--- config.mk ---
export PLATFORM = sky130hd
export DESIGN_NAME = ddrcad_top
export DESIGN_NICKNAME = d
export VERILOG_FILES = /design/src/verilog/ddrcad_pkg.sv /design/src/verilog/ddrcad_top.sv /design/src/verilog/ddrcad_wmask.sv
export SDC_FILE = /design/constraint.sdc
export NUM_CORES = 1
export LEC_CHECK = 0
export ABC_AREA = 1
export BUFFER_PORTS_ARGS = -buffer_cell sky130_fd_sc_hd__buf_2
export CORE_MARGIN = 2
export CORE_UTILIZATION = 35
export CTS_CLUSTER_SIZE = 12
export DETAILED_ROUTE_END_ITERATION = 16
export GPL_TIMING_DRIVEN = 0
export SLEW_MARGIN = 20
export SYNTH_ARGS = -nofsm -noshare
export SYNTH_HDL_FRONTEND = slang
export SYNTH_SLANG_ARGS = --single-unit
--- constraint.sdc ---
create_clock -name ref_clk_in -period 2.9 [get_ports ref_clk_in]
set_input_delay 0.145 -clock ref_clk_in [delete_from_list [all_inputs] [get_ports ref_clk_in]]
set_output_delay 0.145 -clock ref_clk_in [all_outputs]
set_load 0.02 [all_outputs]
--- src/verilog/ddrcad_pkg.sv ---
// Package of constants and types for the DDR4 command and address decoder
package ddrcad_pkg;

  // Array organisation
  localparam int BG_COUNT     = 2;
  localparam int BANKS_PER_BG = 4;
  localparam int BANK_COUNT   = BG_COUNT * BANKS_PER_BG;
  localparam int ROW_W        = 17;
  localparam int COL_W        = 10;
  localparam int MR_SEL_W     = 3;
  localparam int OPCODE_W     = 17;

  // Burst lengths in data beats, and a full burst in core clocks
  localparam logic [3:0] BEATS_FULL  = 4'h8;
  localparam logic [3:0] BEATS_CHOP  = 4'h4;
  localparam logic [2:0] CORE_CLOCKS = 3'h4;

  // Address field positions
  localparam int AP_BIT  = 10;
  localparam int BC_BIT  = 12;
  localparam int MR_NUM1 = 1;

  // Mode register 5 bit that selects inversion on the mask pins
  localparam int MR5_DBI_WR_BIT = 12;
  localparam logic [2:0] MR5_SEL = 3'h5;
  localparam logic [2:0] MR1_SEL = 3'h1;

  // Reset values
  localparam logic [7:0] BANKS_OPEN_RST = 8'h00;

  // Command code on RAS#, CAS#, WE# with ACT# high
  typedef enum logic [2:0] {
    DDRCAD_C_MRS = 3'b000,
    DDRCAD_C_REF = 3'b001,
    DDRCAD_C_PRE = 3'b010,
    DDRCAD_C_RSV = 3'b011,
    DDRCAD_C_WR  = 3'b100,
    DDRCAD_C_RD  = 3'b101,
    DDRCAD_C_ZQ  = 3'b110,
    DDRCAD_C_NOP = 3'b111
  } ddrcad_code_t;

  // Power states, one-hot
  typedef enum logic [3:0] {
    DDRCAD_S_ON  = 4'b0001,
    DDRCAD_S_PPD = 4'b0010,
    DDRCAD_S_APD = 4'b0100,
    DDRCAD_S_SR  = 4'b1000
  } ddrcad_pwr_t;

  // Command and address pins as registered
  typedef struct packed {
    logic                cke;
    logic                cs_n;
    logic                act_n;
    logic                ras_n;
    logic                cas_n;
    logic                we_n;
    logic                bg;
    logic [1:0]          ba;
    logic [13:0]         addr;
    logic                odt;
  } ddrcad_ca_t;

  // Decoded access
  typedef struct packed {
    logic                act;
    logic                rd;
    logic                wr;
    logic                pre;
    logic                pre_all;
    logic                mrs;
    logic                refr;
    logic                sre;
    logic                auto_pre;
    logic                chop;
    logic [2:0]          bank;
    logic [ROW_W-1:0]    row;
    logic [COL_W-1:0]    col;
    logic [MR_SEL_W-1:0] mr_sel;
    logic [OPCODE_W-1:0] opcode;
  } ddrcad_cmd_t;

endpackage

--- src/verilog/ddrcad_top.sv ---
// DDR4 command and address decoder with power state and write lane logic

module ddrcad_top (
  // Clock, reset and freeze
  input  wire logic                 ref_clk_in,
  input  wire logic                 rst_in,
  input  wire logic                 ce_in,
  // Command and address pins
  input  wire logic                 cke_in,
  input  wire logic                 cs_n_in,
  input  wire logic                 act_n_in,
  input  wire logic                 ras_n_in,
  input  wire logic                 cas_n_in,
  input  wire logic                 we_n_in,
  input  wire logic                 bg_in,
  input  wire logic [1:0]           ba_in,
  input  wire logic [13:0]          addr_in,
  input  wire logic                 odt_in,
  // Mode settings
  input  wire logic                 otf_en_in,
  input  wire logic                 fixed_chop_in,
  input  wire logic                 rtt_nom_en_in,
  input  wire logic                 dbi_wr_en_in,
  input  wire logic                 dm_en_in,
  // Write data, two byte lanes
  input  wire logic [1:0]           beat_valid_in,
  input  wire logic [15:0]          beat_data_in,
  input  wire logic [1:0]           beat_pin_n_in,
  // Decoded command
  output ddrcad_pkg::ddrcad_cmd_t   cmd_out,
  output logic                      cmd_valid_out,
  // Bank and power state
  output logic [7:0]                banks_open_out,
  output logic [3:0]                pwr_state_out,
  output logic                      ca_buf_en_out,
  output logic                      odt_buf_en_out,
  // Burst and termination
  output logic                      burst_active_out,
  output logic [3:0]                beat_cnt_out,
  output logic                      rtt_nom_on_out,
  // Written beats
  output logic [1:0]                wbeat_valid_out,
  output logic [15:0]               wbeat_data_out
);

  ddrcad_pkg::ddrcad_pwr_t pwr_q, pwr_d;
  logic [7:0]  open_q;
  logic [7:0]  open_d;
  logic        cke_q;
  logic [3:0]  beats_left_q;
  logic [3:0]  beats_left_d;
  logic [2:0]  burst_bank_q;
  logic        burst_ap_q;
  logic        burst_wr_q;
  logic        awake;
  logic        sel;
  logic [2:0]  code;
  logic [2:0]  bank;
  logic        is_act;
  logic        is_rd;
  logic        is_wr;
  logic        is_pre;
  logic        is_mrs;
  logic        is_ref;
  logic        chop;
  logic        burst_end;
  logic [7:0]  bank_bit;
  logic [7:0]  close_mask;
  ddrcad_pkg::ddrcad_cmd_t cmd_d;

  // Inputs captured while awake: enable high now or at the last edge, so a
  // refresh sent with enable falling and all banks closed still enters self-refresh
  assign awake  = (pwr_q == ddrcad_pkg::DDRCAD_S_ON) & (cke_in | cke_q);
  assign sel    = awake & ~cs_n_in;
  assign code   = {ras_n_in, cas_n_in, we_n_in};
  assign bank   = {bg_in, ba_in};
  assign is_act = sel & ~act_n_in;
  assign is_rd  = sel & act_n_in
                  & (code == ddrcad_pkg::DDRCAD_C_RD);
  assign is_wr  = sel & act_n_in
                  & (code == ddrcad_pkg::DDRCAD_C_WR);
  assign is_pre = sel & act_n_in
                  & (code == ddrcad_pkg::DDRCAD_C_PRE);
  assign is_mrs = sel & act_n_in
                  & (code == ddrcad_pkg::DDRCAD_C_MRS);
  assign is_ref = sel & act_n_in
                  & (code == ddrcad_pkg::DDRCAD_C_REF);

  // Burst chop from A12 when on-the-fly, else from the fixed setting
  assign chop = otf_en_in ? ~addr_in[ddrcad_pkg::BC_BIT]
                          : fixed_chop_in;

  // Bank masks
  assign bank_bit  = 8'h01 << bank;
  assign burst_end = (beats_left_q == 4'h1) | (beats_left_q == 4'h2);
  assign close_mask =
      (is_pre & addr_in[ddrcad_pkg::AP_BIT]) ? 8'hFF :
      (is_pre ? bank_bit : 8'h00) |
      ((burst_end && burst_ap_q) ? (8'h01 << burst_bank_q) : 8'h00);

  // Decoded command fields
  always_comb
  begin
    cmd_d          = '0;
    cmd_d.act      = is_act;
    cmd_d.rd       = is_rd;
    cmd_d.wr       = is_wr;
    cmd_d.pre      = is_pre;
    cmd_d.pre_all  = is_pre & addr_in[ddrcad_pkg::AP_BIT];
    cmd_d.mrs      = is_mrs;
    cmd_d.refr     = is_ref;
    cmd_d.sre      = is_ref & ~cke_in;
    cmd_d.auto_pre = (is_rd | is_wr) & addr_in[ddrcad_pkg::AP_BIT];
    cmd_d.chop     = (is_rd | is_wr) & chop;
    cmd_d.bank     = bank;
    cmd_d.row      = {ras_n_in, cas_n_in, we_n_in, addr_in};
    cmd_d.col      = addr_in[9:0];
    cmd_d.mr_sel   = {bg_in, ba_in[1], ba_in[0]};
    cmd_d.opcode   = {3'h0, addr_in};
  end

  // Open bank bookkeeping
  always_comb
  begin
    open_d = (open_q & ~close_mask) | (is_act ? bank_bit : 8'h00);
  end

  // Burst beat counter, two beats per clock
  always_comb
  begin
    beats_left_d = beats_left_q;
    if (is_rd | is_wr)
      beats_left_d = chop ? ddrcad_pkg::BEATS_CHOP
                          : ddrcad_pkg::BEATS_FULL;
    else if (beats_left_q != 4'h0)
      beats_left_d = (beats_left_q > 4'h2) ? beats_left_q - 4'h2 : 4'h0;
  end

  // Power state: enable low enters power-down or self-refresh
  always_comb
  begin
    pwr_d = pwr_q;
    case (pwr_q)
      ddrcad_pkg::DDRCAD_S_ON:
        if (sel & act_n_in & (code == ddrcad_pkg::DDRCAD_C_REF) & ~cke_in
            & (open_q == 8'h00))
          pwr_d = ddrcad_pkg::DDRCAD_S_SR;
        else if (~cke_in)
          pwr_d = (open_q == 8'h00) ? ddrcad_pkg::DDRCAD_S_PPD
                                    : ddrcad_pkg::DDRCAD_S_APD;
      ddrcad_pkg::DDRCAD_S_PPD,
      ddrcad_pkg::DDRCAD_S_APD:
        if (cke_in)
          pwr_d = ddrcad_pkg::DDRCAD_S_ON;
      ddrcad_pkg::DDRCAD_S_SR:
        if (cke_in & ~cke_q)
          pwr_d = ddrcad_pkg::DDRCAD_S_ON;
      default:
        pwr_d = ddrcad_pkg::DDRCAD_S_ON;
    endcase
  end

  // Command and address capture on the rising edge
  always_ff @(posedge ref_clk_in or posedge rst_in)
  begin
    if (rst_in)
    begin
      cmd_out       <= '0;
      cmd_valid_out <= 1'b0;
    end
    else if (ce_in)
    begin
      cmd_out       <= cmd_d;
      cmd_valid_out <= is_act | is_rd | is_wr | is_pre | is_mrs | is_ref;
    end
  end

  // Bank, power and burst state
  always_ff @(posedge ref_clk_in or posedge rst_in)
  begin
    if (rst_in)
    begin
      pwr_q        <= ddrcad_pkg::DDRCAD_S_ON;
      open_q       <= ddrcad_pkg::BANKS_OPEN_RST;
      cke_q        <= 1'b0;
      beats_left_q <= 4'h0;
      burst_bank_q <= 3'h0;
      burst_ap_q   <= 1'b0;
      burst_wr_q   <= 1'b0;
    end
    else if (ce_in)
    begin
      pwr_q        <= pwr_d;
      open_q       <= open_d;
      cke_q        <= cke_in;
      beats_left_q <= beats_left_d;
      if (is_rd | is_wr)
      begin
        burst_bank_q <= bank;
        burst_ap_q   <= addr_in[ddrcad_pkg::AP_BIT];
        burst_wr_q   <= is_wr;
      end
      else if (burst_end)
        burst_ap_q   <= 1'b0;
    end
  end

  // Registered status outputs
  always_ff @(posedge ref_clk_in or posedge rst_in)
  begin
    if (rst_in)
    begin
      banks_open_out   <= 8'h00;
      pwr_state_out    <= 4'h1;
      ca_buf_en_out    <= 1'b1;
      odt_buf_en_out   <= 1'b1;
      burst_active_out <= 1'b0;
      beat_cnt_out     <= 4'h0;
      rtt_nom_on_out   <= 1'b0;
    end
    else if (ce_in)
    begin
      banks_open_out   <= open_d;
      pwr_state_out    <= pwr_d;
      ca_buf_en_out    <= (pwr_d == ddrcad_pkg::DDRCAD_S_ON);
      odt_buf_en_out   <= (pwr_d != ddrcad_pkg::DDRCAD_S_SR);
      burst_active_out <= (beats_left_d != 4'h0);
      beat_cnt_out     <= beats_left_d;
      rtt_nom_on_out   <= rtt_nom_en_in & odt_in
                          & (pwr_q != ddrcad_pkg::DDRCAD_S_SR);
    end
  end

  // Per-lane write mask and inversion
  genvar g;
  generate
    for (g = 0; g < 2; g++)
    begin : g_lane
      ddrcad_wmask u_lane (
        .ref_clk_in     (ref_clk_in),
        .rst_in         (rst_in),
        .ce_in          (ce_in),
        .dbi_en_in      (dbi_wr_en_in),
        .dm_en_in       (dm_en_in),
        .wr_active_in   (burst_wr_q & (beats_left_q != 4'h0)),
        .beat_valid_in  (beat_valid_in[g]),
        .beat_data_in   (beat_data_in[8*g +: 8]),
        .beat_pin_n_in  (beat_pin_n_in[g]),
        .beat_valid_out (wbeat_valid_out[g]),
        .beat_data_out  (wbeat_data_out[8*g +: 8])
      );
    end
  endgenerate
endmodule

--- src/verilog/ddrcad_wmask.sv ---
// Write beat mask and inversion handling for one byte lane
module ddrcad_wmask (
  // Clock and reset
  input  wire logic       ref_clk_in,
  input  wire logic       rst_in,
  input  wire logic       ce_in,
  // Controls
  input  wire logic       dbi_en_in,
  input  wire logic       dm_en_in,
  input  wire logic       wr_active_in,
  // Beat in
  input  wire logic       beat_valid_in,
  input  wire logic [7:0] beat_data_in,
  input  wire logic       beat_pin_n_in,
  // Beat out
  output logic            beat_valid_out,
  output logic [7:0]      beat_data_out
);

  logic       keep;
  logic [7:0] data_fix;

  // Pin low masks the beat when masking is enabled and inversion is off, or with inversion selected flips it
  assign keep     = ~(dm_en_in & ~dbi_en_in & ~beat_pin_n_in);
  assign data_fix = (dbi_en_in & ~beat_pin_n_in) ? ~beat_data_in
                                                 : beat_data_in;

  // Register the surviving beat
  always_ff @(posedge ref_clk_in or posedge rst_in)
  begin
    if (rst_in)
    begin
      beat_valid_out <= 1'b0;
      beat_data_out  <= 8'h00;
    end
    else if (ce_in)
    begin
      beat_valid_out <= beat_valid_in & wr_active_in & keep;
      beat_data_out  <= data_fix;
    end
  end
endmodule

# == After elaboration in Yosys (flattened, before gate mapping) ==
# Index checks and enable logic that the tools add are counted.
# word_totals
regBits,99
inputBits,52
out_inout_bits,99
# op_classes
add_sub_neg,1
n_lt_le_gt_ge,1
n_eq_ne,13
shifts,2
n_mux,19
bitwise_logic,51
n_reduce_logical,9
# op_table
operator,count
2-to-1 mux 8 bit,6
2-to-1 mux 4 bit,8
bitwise AND 1 bit,27
inverter 8 bit,3
OR 8 bit,2
"<< shifter 1 x 3 -> 8 bit, first input constant",2
"== test 4 x 1 -> 1 bit, second input constant",3
case mux 4 bit (3 select lines),1
inverter 1 bit,10
bitwise AND 8 bit,1
"== test 4 x 2 -> 1 bit, second input constant",2
zero test 8 bit,1
"inequality test 4 bit, second input constant",2
OR 1 bit,8
nonzero test 4 bit,2
"== test 3 bit, second input constant",2
"== test 4 x 3 -> 1 bit, second input constant",1
"== test 4 bit, second input constant",1
"> comparator 4 x 2 -> 1 bit, second input constant",1
AND reduction 2 bit,2
"subtractor 4 x 2 -> 4 bit, second input constant",1
"== test 3 x 1 -> 1 bit, second input constant",1
"== test 3 x 2 -> 1 bit, second input constant",1
zero test 3 bit,1
5 further kinds,7

# == Logic depth before layout (Yosys ltp) ==
# depth
depth_word,11
ltp_mapped,10
depth_no_buf,10

# == Hierarchy ==
# From an unflattened synthesis, not the netlist that was laid out.
# hier_totals
cells_unflattened,520
hier_area_um2,4032.6
# by_module_without_submodules
module,n_inst,cells_each,area_per_inst_um2,seq_area_each_um2
ddrcad_top,1,380,3039.2,1430.1
ddrcad_wmask,2,70,496.7,225.2

# == Worst setup path after synthesis ==
# No wires, ideal clock.
# synth_path
path_kind,reg-to-reg
start,"register, netlist name pwr_state_out[0]"
end,register burst_ap_q
arrival_time_ns,1.506
setup_slack_ns,1.275
stages_incl_launch_ff,10
synth_period_minus_slack_ns,1.625
path_cell_list,dfstp_2 -> inv_1 -> nor2_1 -> nand2_2 -> nor2_8 -> nand4_4 -> nor2_8 -> inv_2 -> nand3_2 -> o21ai_2
# synth_lines
element,line,rtl
"end signal, assigned",ddrcad_top.sv:200,burst_ap_q <= addr_in[ddrcad_pkg::AP_BIT];
"end, declared",ddrcad_top.sv:53,logic burst_ap_q;

==> results_dict.tcl <==
set metrics [dict create \
    status "finished clean" \
    min_path_cells 3 \
    drt_iter0_drc 213 \
    async_reset_ff_share_pct 100.0 \
    dp.cells 747 \
    worstPathMaxFanout 6 \
    ys_types 34 \
    layout-drive-gt1-share_pct 34.17 \
    design.die.area_mm2 0.01174 \
    clock-sinks 75 \
    regArea_mm2 0.001881 \
    power.density_mw_per_mm2 637.5 \
    p_leak_nw 2.818 \
    die_h_um 108.4 \
    synthMuxAreaShare_pct 0 \
    stdcell_area_mm2 0.005072 \
    layout_setup_ws_ns 1.149 \
    cp.required_ns 3.13 \
    synth_top_family_by_area "simple AND/OR/NAND/NOR gates" \
    min_path_type "input port to flop" \
    grt_pass1_wl_um 16240 \
    setup_viol 0 \
    cts_resized 0 \
    clk_pin_slew_ns 0.08 \
    slew_headroom_pct 62.73 \
    vias 3565 \
    diodes 0 \
    dr.pass1.iters 4 \
    clk_path_buf_depth 2 \
    coreArea_mm2 0.01075 \
    vias_per_cell 4.600 \
    fin_crit_ns 1.751 \
    arrival_ns 1.98 \
    avgSynthCellArea_um2 8.321 \
    synth_adder_area_share_pct 0.3283 \
    drc 0 \
    numCtsBuffers 9 \
    antenna_found_initial 0 \
    cts_root_buf "clkbuf_8" \
    finalCritPeriodShare_pct 60.38 \
    multi_input_area_mm2 0.001486 \
    synthesis.yosys.warnings 0 \
    place_hpwl_um 7525 \
    fillerInstances 1096 \
    seq_area_frac_synth_pct 49.34 \
    synth_area_mm2 0.003811 \
    worst-slew-pin-transition_ns 0.5591 \
    h-tree-depth 3 \
    io-pin-count 151 \
    clkLatencyLatePin_ns 0.35 \
    place_ws_ns 1.200 \
    routed_wl_um 10310 \
    grt_pass1_vias 3352 \
    synth_edf_count 0 \
    yosys.area_share.simple_pct 24.98 \
    finClkSkew_ns 0.007735 \
    worstRegToRegCells 9 \
    die_w_um 108.4 \
    synthToLayoutAreaGrowth_pct 33.09 \
    cap_violations 0 \
    overflow 0 \
    finalNetCount 683 \
    ant_nets 0 \
    r2r_slack_ns 1.15 \
    grt_setup_unrepaired "false" \
    place_area_mm2 0.004755 \
    synth_xor_area_share_pct 3.907 \
    instances_no_fill 775 \
    grt_max_degree 51 \
    synth_ff_type "dfrtp_1" \
    worstSetupPathType "flop to flop" \
    initial_core_util_pct 35.47 \
    wire_per_inst_um 13.31 \
    cts_tree "built" \
    grt_use_total_pct 17.82 \
    cp-end-kind "flop" \
    maxSlewViolCount 0 \
    io_buffers 146 \
    place_congestion 0.8417 \
    start_kind "flop" \
    max-vdd-ir-drop_mv 0.2112 \
    row_count 38 \
    max_freq_mhz 571.1 \
    netlist_instances 458 \
    cts_hold_buf 12 \
    ys_seq_elements 75 \
    synth_compound_area_share_pct 9.488 \
    cts_setup_buffers 0 \
    hold_viol 0 \
]
## cell families (layout without fill, tap and decap cells)
group	after synthesis	in the layout
fa+ha+maj	1	1
other cells	1	3
compound gates	64	64
flops	75	75
simple gates	214	214
xor+xnor	17	17
buf+inv	86	261
## cell usage after synthesis (4+ instances only)
library cell | number | share of area (%)
nand2_1 | 135 | 13
dfrtp_1 | 72 | 47
o21ai_0 | 43 | 5.6
inv_1 | 39 | 3.8
buf_4 | 32 | 6.3
nor2_1 | 28 | 2.8
nand3_1 | 18 | 2.4
xor2_1 | 17 | 3.9
nand4_1 | 13 | 2.1
nor3_1 | 10 | 1.3
buf_2 | 7 | 0.92
clkbuf_1 | 5 | 0.49
a22oi_1 | 4 | 0.79
o211ai_1 | 4 | 0.79
## sequential cells by signal (all words and copies together), names as in the netlist
signal and cells:
cmd_out 30, g_lane.u_lane.beat_data_out 16, banks_open_out 8, beat_cnt_out 4
pwr_state_out 4, burst_bank_q 3, g_lane.u_lane.beat_valid_out 2, burst_active_out 1
burst_ap_q 1, burst_wr_q 1, ca_buf_en_out 1, cke_q 1
cmd_valid_out 1, odt_buf_en_out 1, rtt_nom_on_out 1
## where the power goes
group / internal (mW) / switching (mW)
clock: 0.445 / 0.386
combinational: 0.380 / 0.653
sequential: 1.22 / 0.146
## worst max-delay path, stage by stage (launching register included)
cell and delay, ns:
dfstp_2 0.54, inv_1 0.07, nor2_1 0.11, nand2_2 0.12
nor2_8 0.16, nand2_4 0.09, nor3_1 0.23, o21ai_0 0.14
nand3_1 0.11, nand2_1 0.06
## metrics by stage
stage               TNS [ns]  total power, mW  util [%]  hold WS [ns]
floorplan                  0            2.060         -        0.2379
global placement      -10.12            2.386     43.97        0.3501
detailed placement         0            2.417     44.25        0.1493
CTS                        0            3.269     47.21      0.001968
global route               0            3.434     47.21       0.03147
finish                     0            3.233     47.21       0.01304
## area by class of cell
cell class / count / area share, %
Buffer: 46 / 5.945
Clock buffer: 14 / 3.207
Clock inverter: 2 / 0.6907
Inverter: 40 / 3.009
Multi-Input combinational cell: 299 / 29.30
Sequential cell: 75 / 37.07
Tap cell: 140 / 3.453
Timing Repair Buffer: 159 / 17.32
## cell usage in the layout, fill, tap and decap left out, types with 2 or more instances in the layout
master,n
inv_1,38
o21ai_0,43
conb_1,3
nor2_1,28
a21oi_1,3
buf_1,2
dlygate4sd3_1,12
clkbuf_1,8
nand3_1,18
nor2_8,2
nand2_2,2
o21ai_2,3
o21ai_1,3
dfrtp_1,72
xor2_1,17
a22oi_1,4
nand4_1,13
o211ai_1,4
nand2_1,135
nor3_1,10
dfstp_2,3
buf_4,32
buf_2,153
clkbuf_8,11
## path summary, 6_finish.rpt
path	from	endpoint
max	pwr_state_out[0]	banks_open_out[5]
min	addr_in[9]	cmd_out[39]
max reg2reg	pwr_state_out[0]	banks_open_out[5]
min reg2reg	cmd_out[58]	cmd_out[58]
max in group asynchronous	rst_in	banks_open_out[4]
min in group asynchronous	rst_in	cmd_out[34]
## per-layer routing
metal  share of wire [%]  wire length [um]  track usage, %  vias up
met5                   0                 0               0        -
met4                 1.3               135           5.769        0
met3                 5.7               589           2.712       11
met2                  48              4988           30.68      123
met1                  45              4600           23.00     1650
li1                    -                 -               -     1781
No activity file was read; power rests on OpenSTA's default activity.
